--- src/design/acl_rule_pkg.sv ---
// constants, field layouts and carrier types of the acl matching rule evaluator
// Functional notes
// - rule mode 00 disables the rule; never a true match
// - rule mode 01 layer 2 or counter, 10 IPv4, 11 layer 4 filtering
// - layer 2: 01 MAC, 10 EtherType, 00 count mode tests both
// - layer 2 select 11 needs 48-bit MAC and 16-bit EtherType
// - direction bit picks destination at 0, source at 1
// - polarity 1 makes equal true; polarity 0 makes not-equal true
// - count value: prio mode, prio, remark enable, remark prio, map mode
// - time unit bit selects microsecond at 0, millisecond at 1
// - algorithm 0 loads counter, decrements per unit, interrupts on expiry
// - algorithm 1 counts matching frames, interrupts at terminal count, then resets
// - layer 3: 01 one masked address, 10 both unmasked; others reserved
// - address field: direction-chosen at 01, source at 10
// - layer 3 select 01: mask bit 1 drops that address bit
// - layer 3 select 10: mask field is the destination address
// - layer 4 select: 00 protocol, 01 TCP ports, 10 UDP ports, 11 sequence
// - limit field holds max and min 16-bit ports, or one 32-bit sequence
// - port mode: 00 off, 01 equals a limit, 10 inside range, 11 outside
// - protocol test compares 8-bit IPv4 protocol with the stored value
// - flag match enable 1 adds a TCP flag byte test; 0 skips it
// - flag mask bit 0 compares that flag bit, 1 ignores it
// - AND results selected by each bitmap; lowest true action pointer wins
// - count interrupts per port, maskable; filtering never interrupts
package acl_rule_pkg;

  localparam int NUM_RULES = 16;
  localparam int NUM_PORTS = 7;
  localparam int CNT_W = 11;

  // clock and time base
  localparam int CLK_PERIOD_NS = 8;
  localparam int US_NS = 1000;
  localparam int CYC_PER_US = US_NS / CLK_PERIOD_NS;
  localparam int US_PER_MS = 1000;

  // apb byte offsets
  localparam logic [7:0] OFF_MATCH_CTRL = 8'h00;
  localparam logic [7:0] OFF_MAC_LO = 8'h04;
  localparam logic [7:0] OFF_MAC_HI = 8'h08;
  localparam logic [7:0] OFF_IP_ADDR = 8'h0c;
  localparam logic [7:0] OFF_IPV4_BIT_MASK = 8'h10;
  localparam logic [7:0] OFF_L4_LIMIT = 8'h14;
  localparam logic [7:0] OFF_FLAGS = 8'h18;
  localparam logic [7:0] OFF_ACTION = 8'h1c;
  localparam logic [7:0] OFF_CNT_STATUS = 8'h20;
  localparam logic [7:0] OFF_INT_STATUS = 8'h24;
  localparam logic [7:0] OFF_INT_MASK = 8'h28;
  localparam logic [7:0] OFF_PROC_BASE = 8'h40;
  localparam logic [7:0] OFF_PROC_LAST = 8'h7c;

  // field positions in the words above
  localparam int MC_MODE_LSB = 0;
  localparam int MC_SEL_LSB = 2;
  localparam int MC_DIR_BIT = 4;
  localparam int MC_POL_BIT = 5;
  localparam int MC_PCM_LSB = 6;
  localparam int MC_FME_BIT = 8;
  localparam int MC_PROTO_LSB = 16;
  localparam int MH_TYPE_LSB = 16;
  localparam int FL_MASK_LSB = 8;
  localparam int AC_TU_BIT = 11;
  localparam int AC_CA_BIT = 12;
  localparam int CS_ARMED_BIT = 16;
  localparam int PE_PTR_LSB = 16;

  typedef enum logic [1:0] {
    MODE_OFF = 2'b00,
    MODE_L2 = 2'b01,
    MODE_L3 = 2'b10,
    MODE_L4 = 2'b11
  } rule_mode_t;

  typedef enum logic [1:0] {
    PCM_OFF = 2'b00,
    PCM_EITHER = 2'b01,
    PCM_INSIDE = 2'b10,
    PCM_OUTSIDE = 2'b11
  } port_compare_mode_t;

  localparam logic [1:0] SEL_00 = 2'b00;
  localparam logic [1:0] SEL_01 = 2'b01;
  localparam logic [1:0] SEL_10 = 2'b10;
  localparam logic [1:0] SEL_11 = 2'b11;

  typedef struct packed {
    logic valid;
    logic [2:0] ingress_port;
    logic [47:0] dst_mac;
    logic [47:0] src_mac;
    logic [15:0] ethertype;
    logic [31:0] src_ip;
    logic [31:0] dst_ip;
    logic [7:0] ip_proto;
    logic is_tcp;
    logic is_udp;
    logic [15:0] src_port;
    logic [15:0] dst_port;
    logic [31:0] tcp_seq;
    logic [7:0] tcp_flags;
  } frame_hdr_t;

  typedef struct packed {
    logic valid;
    logic rule_match;
    logic action_hit;
    logic [3:0] action_pointer;
  } match_result_t;

endpackage : acl_rule_pkg

--- src/design/acl_match_rule_evaluator.sv ---
// one acl matching rule with its action entry, count mode and processing stage
//
// Added by the designer: the placing of the registers and register access over APB.
`timescale 1ns/1ps
module acl_match_rule_evaluator
  import acl_rule_pkg::*;
#(
  parameter logic [3:0] RULE_INDEX = 4'h0
)
(
  input wire logic pclk,
  input wire logic presetn,
  input wire logic ce,
  input wire logic psel,
  input wire logic penable,
  input wire logic pwrite,
  input wire logic [7:0] paddr,
  input wire logic [31:0] pwdata,
  output logic [31:0] prdata,
  output logic pready,
  output logic pslverr,
  input wire frame_hdr_t frame_hdr,
  input wire logic [NUM_RULES-1:0] other_match,
  output match_result_t result,
  output logic [NUM_PORTS-1:0] count_irq
);

  ////////////////////////////////////////////////////////////////////////////
  // register storage

  rule_mode_t rule_mode;
  logic [1:0] compare_select;
  logic addr_dir;
  logic match_polarity;
  port_compare_mode_t port_compare_mode;
  logic flag_match_enable;
  logic [7:0] ip_protocol_value;
  logic [47:0] mac_value;
  logic [15:0] type_value;
  logic [31:0] ip_addr_value;
  logic [31:0] ipv4_bit_mask;
  logic [31:0] l4_limit;
  logic [7:0] flag_value;
  logic [7:0] flag_bit_mask;
  logic [1:0] prio_mode;
  logic [2:0] prio;
  logic remark_enable;
  logic [2:0] remark_prio;
  logic [1:0] map_mode;
  logic time_unit_sel;
  logic counter_algorithm;
  logic [NUM_PORTS-1:0] int_status;
  logic [NUM_PORTS-1:0] int_mask;
  logic [15:0] rule_select_bitmap [NUM_RULES];
  logic [3:0] action_pointer [NUM_RULES];

  logic [CNT_W-1:0] count_reg;
  logic armed;
  logic [2:0] last_port;
  logic [NUM_PORTS-1:0] fire_vec;

  ////////////////////////////////////////////////////////////////////////////
  // apb slave: zero wait states, data and error captured in setup

  logic setup_phase;
  logic wr_access;
  logic proc_hit;
  logic [3:0] proc_idx;
  logic addr_ok;
  logic [31:0] rd_mux;

  assign pready = 1'b1;
  assign setup_phase = psel && !penable;
  assign wr_access = ce && psel && penable && pwrite && addr_ok;
  assign proc_hit = (paddr >= OFF_PROC_BASE) && (paddr <= OFF_PROC_LAST) && (paddr[1:0] == 2'b00);
  assign proc_idx = paddr[5:2];

  always_comb
  begin
    addr_ok = 1'b1;
    rd_mux = '0;
    if (proc_hit)
    begin
      rd_mux[15:0] = rule_select_bitmap[proc_idx];
      rd_mux[PE_PTR_LSB +: 4] = action_pointer[proc_idx];
    end
    else
    begin
      case (paddr)
        OFF_MATCH_CTRL:
        begin
          rd_mux[MC_MODE_LSB +: 2] = rule_mode;
          rd_mux[MC_SEL_LSB +: 2] = compare_select;
          rd_mux[MC_DIR_BIT] = addr_dir;
          rd_mux[MC_POL_BIT] = match_polarity;
          rd_mux[MC_PCM_LSB +: 2] = port_compare_mode;
          rd_mux[MC_FME_BIT] = flag_match_enable;
          rd_mux[MC_PROTO_LSB +: 8] = ip_protocol_value;
        end
        OFF_MAC_LO: rd_mux = mac_value[31:0];
        OFF_MAC_HI: rd_mux = {type_value, mac_value[47:32]};
        OFF_IP_ADDR: rd_mux = ip_addr_value;
        OFF_IPV4_BIT_MASK: rd_mux = ipv4_bit_mask;
        OFF_L4_LIMIT: rd_mux = l4_limit;
        OFF_FLAGS: rd_mux[15:0] = {flag_bit_mask, flag_value};
        OFF_ACTION:
        begin
          rd_mux[CNT_W-1:0] = {prio_mode, prio, remark_enable, remark_prio, map_mode};
          rd_mux[AC_TU_BIT] = time_unit_sel;
          rd_mux[AC_CA_BIT] = counter_algorithm;
        end
        OFF_CNT_STATUS:
        begin
          rd_mux[CNT_W-1:0] = count_reg;
          rd_mux[CS_ARMED_BIT] = armed;
        end
        OFF_INT_STATUS: rd_mux[NUM_PORTS-1:0] = int_status;
        OFF_INT_MASK: rd_mux[NUM_PORTS-1:0] = int_mask;
        default: addr_ok = 1'b0;
      endcase
    end
  end

  always_ff @(posedge pclk or negedge presetn)
  begin
    if (!presetn)
    begin
      prdata <= '0;
      pslverr <= 1'b0;
    end
    else if (ce && setup_phase)
    begin
      prdata <= pwrite ? '0 : rd_mux;
      pslverr <= !addr_ok;
    end
  end

  always_ff @(posedge pclk or negedge presetn)
  begin
    if (!presetn)
    begin
      rule_mode <= MODE_OFF;
      compare_select <= SEL_00;
      addr_dir <= 1'b0;
      match_polarity <= 1'b0;
      port_compare_mode <= PCM_OFF;
      flag_match_enable <= 1'b0;
      ip_protocol_value <= 8'h00;
      mac_value <= '0;
      type_value <= '0;
      ip_addr_value <= '0;
      ipv4_bit_mask <= '0;
      l4_limit <= '0;
      flag_value <= 8'h00;
      flag_bit_mask <= 8'h00;
      prio_mode <= 2'h0;
      prio <= 3'h0;
      remark_enable <= 1'b0;
      remark_prio <= 3'h0;
      map_mode <= 2'h0;
      time_unit_sel <= 1'b0;
      counter_algorithm <= 1'b0;
      int_mask <= '0;
      for (int i = 0; i < NUM_RULES; i++)
      begin
        rule_select_bitmap[i] <= 16'h0000;
        action_pointer[i] <= 4'h0;
      end
    end
    else if (wr_access)
    begin
      if (proc_hit)
      begin
        rule_select_bitmap[proc_idx] <= pwdata[15:0];
        action_pointer[proc_idx] <= pwdata[PE_PTR_LSB +: 4];
      end
      else
      begin
        case (paddr)
          OFF_MATCH_CTRL:
          begin
            rule_mode <= rule_mode_t'(pwdata[MC_MODE_LSB +: 2]);
            compare_select <= pwdata[MC_SEL_LSB +: 2];
            addr_dir <= pwdata[MC_DIR_BIT];
            match_polarity <= pwdata[MC_POL_BIT];
            port_compare_mode <= port_compare_mode_t'(pwdata[MC_PCM_LSB +: 2]);
            flag_match_enable <= pwdata[MC_FME_BIT];
            ip_protocol_value <= pwdata[MC_PROTO_LSB +: 8];
          end
          OFF_MAC_LO: mac_value[31:0] <= pwdata;
          OFF_MAC_HI:
          begin
            mac_value[47:32] <= pwdata[15:0];
            type_value <= pwdata[MH_TYPE_LSB +: 16];
          end
          OFF_IP_ADDR: ip_addr_value <= pwdata;
          OFF_IPV4_BIT_MASK: ipv4_bit_mask <= pwdata;
          OFF_L4_LIMIT: l4_limit <= pwdata;
          OFF_FLAGS:
          begin
            flag_value <= pwdata[7:0];
            flag_bit_mask <= pwdata[FL_MASK_LSB +: 8];
          end
          OFF_ACTION:
          begin
            {prio_mode, prio, remark_enable, remark_prio, map_mode} <= pwdata[CNT_W-1:0];
            time_unit_sel <= pwdata[AC_TU_BIT];
            counter_algorithm <= pwdata[AC_CA_BIT];
          end
          OFF_INT_MASK: int_mask <= pwdata[NUM_PORTS-1:0];
          default:
          begin
          end
        endcase
      end
    end
  end

  ////////////////////////////////////////////////////////////////////////////
  // field comparisons

  logic [47:0] sel_mac;
  logic mac_hit;
  logic type_hit;
  logic l2_raw;
  logic l2_true;
  logic [31:0] sel_ip;
  logic l3_raw;
  logic l3_true;
  logic [15:0] sel_port;
  logic [15:0] port_max;
  logic [15:0] port_min;
  logic port_hit;
  logic flag_hit;
  logic l4_raw;
  logic l4_true;
  logic own_match;
  logic count_mode;

  assign sel_mac = addr_dir ? frame_hdr.src_mac : frame_hdr.dst_mac;
  assign sel_ip = addr_dir ? frame_hdr.src_ip : frame_hdr.dst_ip;
  assign sel_port = addr_dir ? frame_hdr.src_port : frame_hdr.dst_port;
  assign mac_hit = (sel_mac == mac_value);
  assign type_hit = (frame_hdr.ethertype == type_value);
  assign port_max = l4_limit[31:16];
  assign port_min = l4_limit[15:0];
  assign flag_hit = !flag_match_enable || (((frame_hdr.tcp_flags ^ flag_value) & ~flag_bit_mask) == 8'h00);
  assign count_mode = (rule_mode == MODE_L2) && (compare_select == SEL_00);

  always_comb
  begin
    case (compare_select)
      SEL_01: l2_raw = mac_hit;
      SEL_10: l2_raw = type_hit;
      default: l2_raw = mac_hit && type_hit;
    endcase
    // polarity applied to the raw comparison
    l2_true = match_polarity ? l2_raw : !l2_raw;
  end

  always_comb
  begin
    case (compare_select)
      SEL_01: l3_raw = ((sel_ip ^ ip_addr_value) & ~ipv4_bit_mask) == '0;
      SEL_10: l3_raw = (frame_hdr.src_ip == ip_addr_value) && (frame_hdr.dst_ip == ipv4_bit_mask);
      default: l3_raw = 1'b0;
    endcase
    // reserved selects stay false whatever the polarity
    l3_true = (compare_select inside {SEL_01, SEL_10}) && (match_polarity ? l3_raw : !l3_raw);
  end

  always_comb
  begin
    case (port_compare_mode)
      PCM_EITHER: port_hit = (sel_port == port_max) || (sel_port == port_min);
      PCM_INSIDE: port_hit = (sel_port >= port_min) && (sel_port <= port_max);
      PCM_OUTSIDE: port_hit = (sel_port < port_min) || (sel_port > port_max);
      default: port_hit = 1'b1;
    endcase
    case (compare_select)
      SEL_00: l4_raw = (frame_hdr.ip_proto == ip_protocol_value);
      SEL_01: l4_raw = frame_hdr.is_tcp && port_hit;
      SEL_10: l4_raw = frame_hdr.is_udp && port_hit;
      default: l4_raw = frame_hdr.is_tcp && (frame_hdr.tcp_seq == l4_limit);
    endcase
    // protocol compare sits in select 00 above
    l4_true = (match_polarity ? l4_raw : !l4_raw) && flag_hit;
  end

  always_comb
  begin
    case (rule_mode)
      MODE_L2: own_match = !count_mode && l2_true;
      MODE_L3: own_match = l3_true;
      MODE_L4: own_match = l4_true;
      default: own_match = 1'b0;
    endcase
  end

  ////////////////////////////////////////////////////////////////////////////
  // processing entries: and over each bitmap, lowest pointer wins

  logic [NUM_RULES-1:0] match_vec;
  logic best_hit;
  logic [3:0] best_ptr;

  always_comb
  begin
    match_vec = other_match;
    match_vec[RULE_INDEX] = own_match;
    best_hit = 1'b0;
    best_ptr = 4'h0;
    // and per entry, lowest pointer among true entries
    for (int i = 0; i < NUM_RULES; i++)
    begin
      if ((rule_select_bitmap[i] != 16'h0000) && ((rule_select_bitmap[i] & ~match_vec) == 16'h0000))
      begin
        if (!best_hit || (action_pointer[i] < best_ptr))
        begin
          best_ptr = action_pointer[i];
        end
        best_hit = 1'b1;
      end
    end
  end

  always_ff @(posedge pclk or negedge presetn)
  begin
    if (!presetn)
    begin
      result <= '0;
    end
    else if (ce)
    begin
      result.valid <= frame_hdr.valid;
      result.rule_match <= frame_hdr.valid && own_match;
      result.action_hit <= frame_hdr.valid && best_hit;
      result.action_pointer <= best_ptr;
    end
  end

  ////////////////////////////////////////////////////////////////////////////
  // time base for count mode

  logic [6:0] us_div;
  logic [9:0] ms_div;
  logic us_tick;
  logic ms_tick;
  logic unit_tick;

  assign us_tick = (us_div == 7'(CYC_PER_US - 1));
  assign ms_tick = us_tick && (ms_div == 10'(US_PER_MS - 1));
  assign unit_tick = time_unit_sel ? ms_tick : us_tick;

  always_ff @(posedge pclk or negedge presetn)
  begin
    if (!presetn)
    begin
      us_div <= 7'h00;
      ms_div <= 10'h000;
    end
    else if (ce)
    begin
      us_div <= us_tick ? 7'h00 : us_div + 7'h01;
      if (us_tick)
      begin
        ms_div <= ms_tick ? 10'h000 : ms_div + 10'h001;
      end
    end
  end

  ////////////////////////////////////////////////////////////////////////////
  // count mode counter

  logic qualify;
  logic [CNT_W-1:0] count_value;
  logic fire;
  logic [2:0] fire_port;

  assign count_value = {prio_mode, prio, remark_enable, remark_prio, map_mode};
  // qualifying frames: count mode tests mac and type together
  assign qualify = ce && frame_hdr.valid && count_mode && l2_true;

  always_comb
  begin
    fire = 1'b0;
    fire_port = last_port;
    if (count_mode)
    begin
      if (counter_algorithm)
      begin
        // terminal count reached on this frame
        fire = qualify && ((count_reg + 11'h001) >= count_value);
        fire_port = frame_hdr.ingress_port;
      end
      else
      begin
        // expiry when the last unit elapses
        fire = ce && !qualify && armed && unit_tick && (count_reg <= 11'h001);
      end
    end
  end

  always_ff @(posedge pclk or negedge presetn)
  begin
    if (!presetn)
    begin
      count_reg <= '0;
      armed <= 1'b0;
      last_port <= 3'h0;
    end
    else if (ce)
    begin
      if (!count_mode)
      begin
        count_reg <= '0;
        armed <= 1'b0;
      end
      else if (counter_algorithm)
      begin
        armed <= 1'b0;
        if (qualify)
        begin
          count_reg <= fire ? '0 : count_reg + 11'h001;
        end
      end
      else if (qualify)
      begin
        // every qualifying frame restarts the interval
        count_reg <= count_value;
        armed <= 1'b1;
        last_port <= frame_hdr.ingress_port;
      end
      else if (armed && unit_tick)
      begin
        // down-count, stops after expiry until the next frame
        count_reg <= (count_reg == '0) ? '0 : count_reg - 11'h001;
        armed <= !fire;
      end
    end
  end

  ////////////////////////////////////////////////////////////////////////////
  // per port count status; a new event beats a clear in the same cycle

  always_comb
  begin
    fire_vec = '0;
    if (fire && (fire_port < 3'(NUM_PORTS)))
    begin
      fire_vec[fire_port] = 1'b1;
    end
  end

  always_ff @(posedge pclk or negedge presetn)
  begin
    if (!presetn)
    begin
      int_status <= '0;
      count_irq <= '0;
    end
    else if (ce)
    begin
      // sticky per port status, write one to clear
      if (wr_access && (paddr == OFF_INT_STATUS))
      begin
        int_status <= (int_status & ~pwdata[NUM_PORTS-1:0]) | fire_vec;
      end
      else
      begin
        int_status <= int_status | fire_vec;
      end
      count_irq <= int_status & int_mask;
    end
  end

endmodule : acl_match_rule_evaluator

--- config.mk ---
export PLATFORM = sky130hd
export DESIGN_NAME = acl_match_rule_evaluator
export DESIGN_NICKNAME = d
export VERILOG_FILES = /design/src/design/acl_rule_pkg.sv /design/src/design/acl_match_rule_evaluator.sv
export SDC_FILE = /design/constraint.sdc
export NUM_CORES = 2
export LEC_CHECK = 0
export BUFFER_PORTS_ARGS = -buffer_cell sky130_fd_sc_hd__buf_2
export CORE_MARGIN = 3
export CORE_UTILIZATION = 43
export DETAILED_ROUTE_END_ITERATION = 8
export GPL_ROUTABILITY_DRIVEN = 0
export HOLD_SLACK_MARGIN = 0.05
export PLACE_DENSITY = 0.57
export SLEW_MARGIN = 20
export SYNTH_ARGS = -nofsm -noshare
export SYNTH_HDL_FRONTEND = slang
export SYNTH_SLANG_ARGS = --single-unit
--- constraint.sdc ---
create_clock -name pclk -period 61.4 [get_ports pclk]
set_input_delay 3.07 -clock pclk [delete_from_list [all_inputs] [get_ports pclk]]
set_output_delay 3.07 -clock pclk [all_outputs]
set_load 0.05 [all_outputs]
Word level (Yosys, flattened, before mapping) --
Cells that the tools add are included.
Storage, ports and cells: output and inout port bits 48, logic and storage cells 413, flip-flop bits (word level) 619
Cells by class: reductions and logical operators 146, $lt $le $gt $ge 28, multiplexer cells 105, eq/ne operators 31, add/subtract/negate cells 4, bitwise operators 31
Operators by type and width (count):
- $and A16 B16 Y16 | 16
- $bwmux W256 | 1
- $logic_not A16 Y1 | 16
- $reduce_bool A16 Y1 | 16
- $mux W4 | 34
- $eq A32 B32 Y1 | 3
- $mux W11 | 7
- $pmux W7 S11 | 1
- $bmux W16 S4 | 1
- $bwmux W64 | 1
- $demux W16 S4 | 1
- $mux W16 | 4
- $mux W32 | 2
- $lt A4 B4 Y1 | 15
- $logic_and A1 B1 Y1 | 50
- $eq A16 B16 Y1 | 3
- $eq A48 B48 Y1 | 1
- $mux W48 | 1
- $pmux W7 S6 | 1
- $pmux W8 S5 | 1
- $and A32 B32 Y32 | 1
- $eq A8 B5 Y1 const B | 4
- $logic_not A32 Y1 | 1
- $not A32 Y32 | 1
- other kinds (64) | 163

Depth between registers and ports, before layout --
depth in word-level cells 75, gate-level depth with buffers 136, depth with buffers taken out 131

Worst setup path after synthesis --
Ideal clock, no wire load.
path type input to register, from input port frame_hdr[63] (netlist name), to register result[0] (netlist name), slack 35.346 ns, stages 121, library setup time 0.141 ns, data arrival time 25.914 ns, cell sequence mux2_2 ha_1 a41o_1 a21oi_1 o2bb2ai_1 or4_1 a211o_1 a31oi_1 a221oi_2 o221ai_1 and3_1 inv_1 ha_1 a21oi_1 nor2b_1 o21ai_0 nand2b_1 nand2_1 [... 85 more ...] nand2_1 a21oi_1 o311ai_2 o21ai_2 mux2i_1 ha_1 and3_1 and2_1 nor2_1 o31ai_2 mux2_2 ha_1 nor2_1 nand2_1 o221a_2 o41ai_4 or3b_1 a31oi_1
Between the ends: longest elaborated chain between the ends 75, elaborated cells on any way between the ends 158, those cells by class order compare: 19; eq/ne: 2; mux: 51; bitwise: 17; reduce/logical: 69
Ends and longest elaborated chain:
- start: declaration | RTL line acl_match_rule_evaluator.sv:22 | input wire frame_hdr_t frame_hdr,
- $mux W16 * | RTL line acl_match_rule_evaluator.sv:242 | assign sel_port = addr_dir ? frame_hdr.src_port : frame_hdr.dst_port;
- $lt A16 B16 Y1 (tied with other cells) | RTL line acl_match_rule_evaluator.sv:277 | PCM_OUTSIDE: port_hit = (sel_port < port_min) || (sel_port > port_max);
- $logic_or A1 B1 Y1 (tied with other cells) | RTL line acl_match_rule_evaluator.sv:277
- $pmux W1 S3 * | RTL line acl_match_rule_evaluator.sv:274 | case (port_compare_mode)
- $logic_and A1 B1 Y1, on equally long branches | RTL line acl_match_rule_evaluator.sv:283, acl_match_rule_evaluator.sv:282
- $pmux W1 S3 * | RTL line acl_match_rule_evaluator.sv:280 | case (compare_select)
- $logic_not A1 Y1 | RTL line acl_match_rule_evaluator.sv:287 | l4_true = (match_polarity ? l4_raw : !l4_raw) && flag_hit;
- $mux W1 * | RTL line acl_match_rule_evaluator.sv:287
- [... 59 more ...]
- $lt A4 B4 Y1 | RTL line acl_match_rule_evaluator.sv:318 | if (!best_hit || (action_pointer[i] < best_ptr))
- $logic_or A1 B1 Y1 | RTL line acl_match_rule_evaluator.sv:318
- $mux W4 | RTL line acl_match_rule_evaluator.sv:318
- $mux W4 | RTL line acl_match_rule_evaluator.sv:316 | if ((rule_select_bitmap[i] != 16'h0000) && ((rule_select_bitmap[i] & ~match_vec) == 16'h0000))
- $lt A4 B4 Y1 | RTL line acl_match_rule_evaluator.sv:318
- $logic_or A1 B1 Y1 | RTL line acl_match_rule_evaluator.sv:318
- $mux W4 | RTL line acl_match_rule_evaluator.sv:318
- $mux W4 * | RTL line acl_match_rule_evaluator.sv:316
- end: declaration | RTL line acl_match_rule_evaluator.sv:24 | output match_result_t result,
Mark *: on every way between the ends. The rest lies on a longest branch, timed or not. A chain may end at the register's enable or synchronous reset.

Worst setup path after layout --
Same ends and word-level chain as after synthesis.

==> flow_summary.json <==
{
  "run_status": "completed",
  "grt_use_total": 0.3147,
  "root_buffer": "clkbuf_16",
  "top_register": "rule_select_bitmap",
  "vias": 31474,
  "setup_viol": 0,
  "leakagePower_nw": 19.32,
  "p_int_mw": 0.7183,
  "cts_setup_buffers": 0,
  "cts_buffers": 71,
  "grt_pass1_vias": 30362,
  "syn_area_mm2": 0.03756,
  "routedWlPerCell_um": 29.25,
  "clockBufferDepth": 3,
  "antenna_found_initial": 6,
  "pwr-share-seq": 0.426,
  "start_util": 0.4376,
  "grt-ovfl-total": 0,
  "critPathMaxFanout": 12,
  "crit_arrival_ns": 29.91,
  "powerDensity_mw_per_mm2": 22.93,
  "max_cap_viol_count": 0,
  "ys_seq_elements": 619,
  "synth_edf_count": 0,
  "start_kind": "primary input",
  "hold_viol_final": 0,
  "syn_area_per_cell_um2": 10.82,
  "synth_cells": 3472,
  "switching_power_mw": 0.2675,
  "swShare": 0.2713,
  "clk-insertion-delay-late_ns": 0.64,
  "grt_max_degree": 180,
  "die_x_um": 301.5,
  "crit_slowest_cell": "a221oi_1",
  "slew_headroom": 0.2373,
  "cts.hold.buffers_added": 0,
  "io-pin-count": 372,
  "critPathRequiredTime_ns": 61.87,
  "dp_slack_ns": 31.57,
  "die_y_um": 301.5,
  "rsz0062_at_grt": "false",
  "combPwrFrac": 0.123,
  "drtAntennaViolNets": 0,
  "vdd_drop_max_mv": 0.01966,
  "cts_resized": 0,
  "drc": 0,
  "pwr-share-clk": 0.450,
  "cts_sinks": 619,
  "async_reset_ff_frac": 1.000,
  "dp.cells": 4829,
  "largest_reg_flops": 256,
  "cts_tree": "done",
  "core_area_mm2": 0.08582,
  "dieArea_mm2": 0.09092,
  "worstSetupPathType": "primary input to flip-flop",
  "drt-initial-drc-count": 3395,
  "syn_to_final_growth_pct": 14.47,
  "worst_slack_ns": 31.96,
  "slowest_delay_ns": 0.57,
  "cts.reportedPaths.clkPinSlew_ns": 0.06,
  "syn_nets": 3874,
  "top_regs": "rule_select_bitmap (256), action_pointer (64), mac_value (48)",
  "yosys_warnings": 0,
  "setup_tns_ns": 0,
  "io_buffers": 369,
  "finalWirelength_um": 145100,
  "hp-class": "flip-flop to flip-flop",
  "worstMarginPinSlew_ns": 1.140,
  "num-nets-final": 4160,
  "grt_pass1_wl_um": 211400,
  "final_cells": 4960,
  "fin_crit_sh": 0.4795,
  "max_freq_mhz": 33.97,
  "vias_per_cell": 6.346,
  "crit_path_frequent_cell": "ha_1",
  "slew_viol_final": 0,
  "fp-row-count": 107,
  "drive_above_1_share": 0.3023,
  "ys_types": 102,
  "fin_crit_ns": 29.44,
  "synth_seq_area_share": 0.4124,
  "endpoint_kind": "flip-flop",
  "drt-pass1-iter-count": 6,
  "synthFlopType": "dfrtp_1",
  "finalClockSkew_ns": 0.03190,
  "htreeDepth": 3,
  "place_hpwl_um": 108100
}
==> final cells by class <==
| type | count | area, um2 |
|---|---|---|
| fill | 7916 | 42830 |
| multi-input combinational | 2467 | 20670 |
| sequential | 619 | 15490 |
| timing repair buffer | 427 | 2313 |
| clock buffer | 104 | 2103 |
| tap | 1144 | 1431 |
| inverter | 172 | 645.6 |
| clock inverter | 25 | 324.1 |
| antenna | 2 | 5.005 |
==> path summary, 6_finish.rpt <==
path | from | slack, ns | cells after the start | end
max in group asynchronous | presetn | 55.87 | 4 | ip_addr_value[22]$_DFFE_PN0P_
hold reg to reg | prdata[25]$_DFFE_PN0P_ | 0.47 | 1 | prdata[25]$_DFFE_PN0P_
min in group asynchronous | presetn | 2.43 | 1 | action_pointer[19]$_DFFE_PN0P_
setup / recovery | frame_hdr[63] | 31.96 | 122 | result[0]$_DFFE_PN0P_
hold / removal | prdata[25]$_DFFE_PN0P_ | 0.47 | 1 | prdata[25]$_DFFE_PN0P_
setup reg to reg | addr_dir$_DFFE_PN0P_ | 32.55 | 122 | result[0]$_DFFE_PN0P_
==> critical path: cells and delay by family <==
family,cells,cell delay [ns]
compound gates,51,12.25
buf+inv,14,1.09
mux,12,3.70
simple gates,29,5.53
fa+ha+maj,16,4.21
==> per-stage QoR <==
stage / instance area (um2) / hold WS (ns) / power [mW] / util
finish: 42990 / 0.4745 / 0.9858 / 0.5010
CTS: 42980 / 0.4755 / 0.9925 / 0.5008
floorplan: 37560 / 0.4453 / 0.4951 / -
global route: 42990 / 0.4925 / 1.020 / 0.5009
global placement: 40550 / 0.4560 / 0.5472 / 0.4725
detailed placement: 40550 / 0.4619 / 0.5484 / 0.4725
==> cells in the mapped netlist, types with 16 or more instances <==
| library cell | instances | area (um2) |
|---|---|---|
| nand2b_1 | 24 | 150.1 |
| nor2_1 | 100 | 375.4 |
| o22ai_1 | 36 | 225.2 |
| ha_1 | 78 | 975.9 |
| a22oi_1 | 19 | 142.6 |
| a31oi_1 | 27 | 168.9 |
| mux4_2 | 100 | 2252 |
| o211ai_1 | 17 | 127.6 |
| o21ai_0 | 222 | 1111 |
| nand4_1 | 79 | 494.2 |
| dfrtp_1 | 619 | 15490 |
| xor2_1 | 72 | 630.6 |
| nand2_1 | 254 | 953.4 |
| inv_1 | 172 | 645.6 |
| a21oi_1 | 81 | 405.4 |
| clkbuf_1 | 186 | 698.2 |
| nor4_1 | 109 | 681.9 |
| mux2i_1 | 100 | 1001 |
| nor3_1 | 41 | 205.2 |
| xnor2_1 | 153 | 1340 |
| a222oi_1 | 55 | 550.5 |
| a22o_1 | 87 | 762.0 |
| mux2_2 | 449 | 5056 |
| nand3_1 | 50 | 250.2 |
| and3_1 | 16 | 100.1 |
| a21o_1 | 37 | 277.8 |
| a221oi_1 | 52 | 455.4 |
==> logic make-up after synthesis <==
kind of cell / after synthesis / synth area share
AO/OA/AOI/OAI: 751 / 0.1438
flip-flops: 619 / 0.4124
other: 1 / 0.00009985
multiplexers: 654 / 0.2230
AND/OR/NAND/NOR: 749 / 0.09994
adder cells (fa/ha/maj): 87 / 0.02838
buffers and inverters: 386 / 0.03988
XOR/XNOR: 225 / 0.05247
==> layout by cell type, fill, tap and decap left out, types with 15 or more instances in the layout <==
cell and count:
a222oi_1 55, nand4_1 79, a31oi_1 27, ha_1 78
mux2i_1 100, nor4_1 109, nand2b_1 24, a21o_1 37
o22ai_1 36, clkbuf_8 16, mux2_2 449, nor2_1 86
nand3_1 50, a21oi_1 81, dfrtp_1 618, buf_2 366
nor3_1 30, xor2_1 72, o211ai_1 17, nand2_1 253
a22oi_1 19, mux4_2 100, inv_1 172, xnor2_1 153
o21ai_0 222, a22o_1 87, clkbuf_16 73, buf_4 58
clkbuf_1 15, a221oi_1 52, and3_1 16
==> power groups by stage <==
stage	Sequential, mW	Combinational (mW)	Clock [mW]
after floorplan	0.429	0.0661	0
after global placement	0.427	0.120	0
after detailed placement	0.427	0.121	0
after CTS	0.420	0.121	0.451
after global routing	0.421	0.132	0.467
final	0.420	0.122	0.444
==> metal layers <==
| layer | vias to the layer above | global-route usage | wire length (um) |
|---|---|---|---|
| li1 | 13677 | - | - |
| met1 | 15934 | 0.4190 | 59050 |
| met2 | 1566 | 0.5098 | 67600 |
| met3 | 291 | 0.05536 | 12120 |
| met4 | 6 | 0.1261 | 6260 |
| met5 | - | 0 | 46 |
No activity file was read; power rests on OpenSTA's default activity.
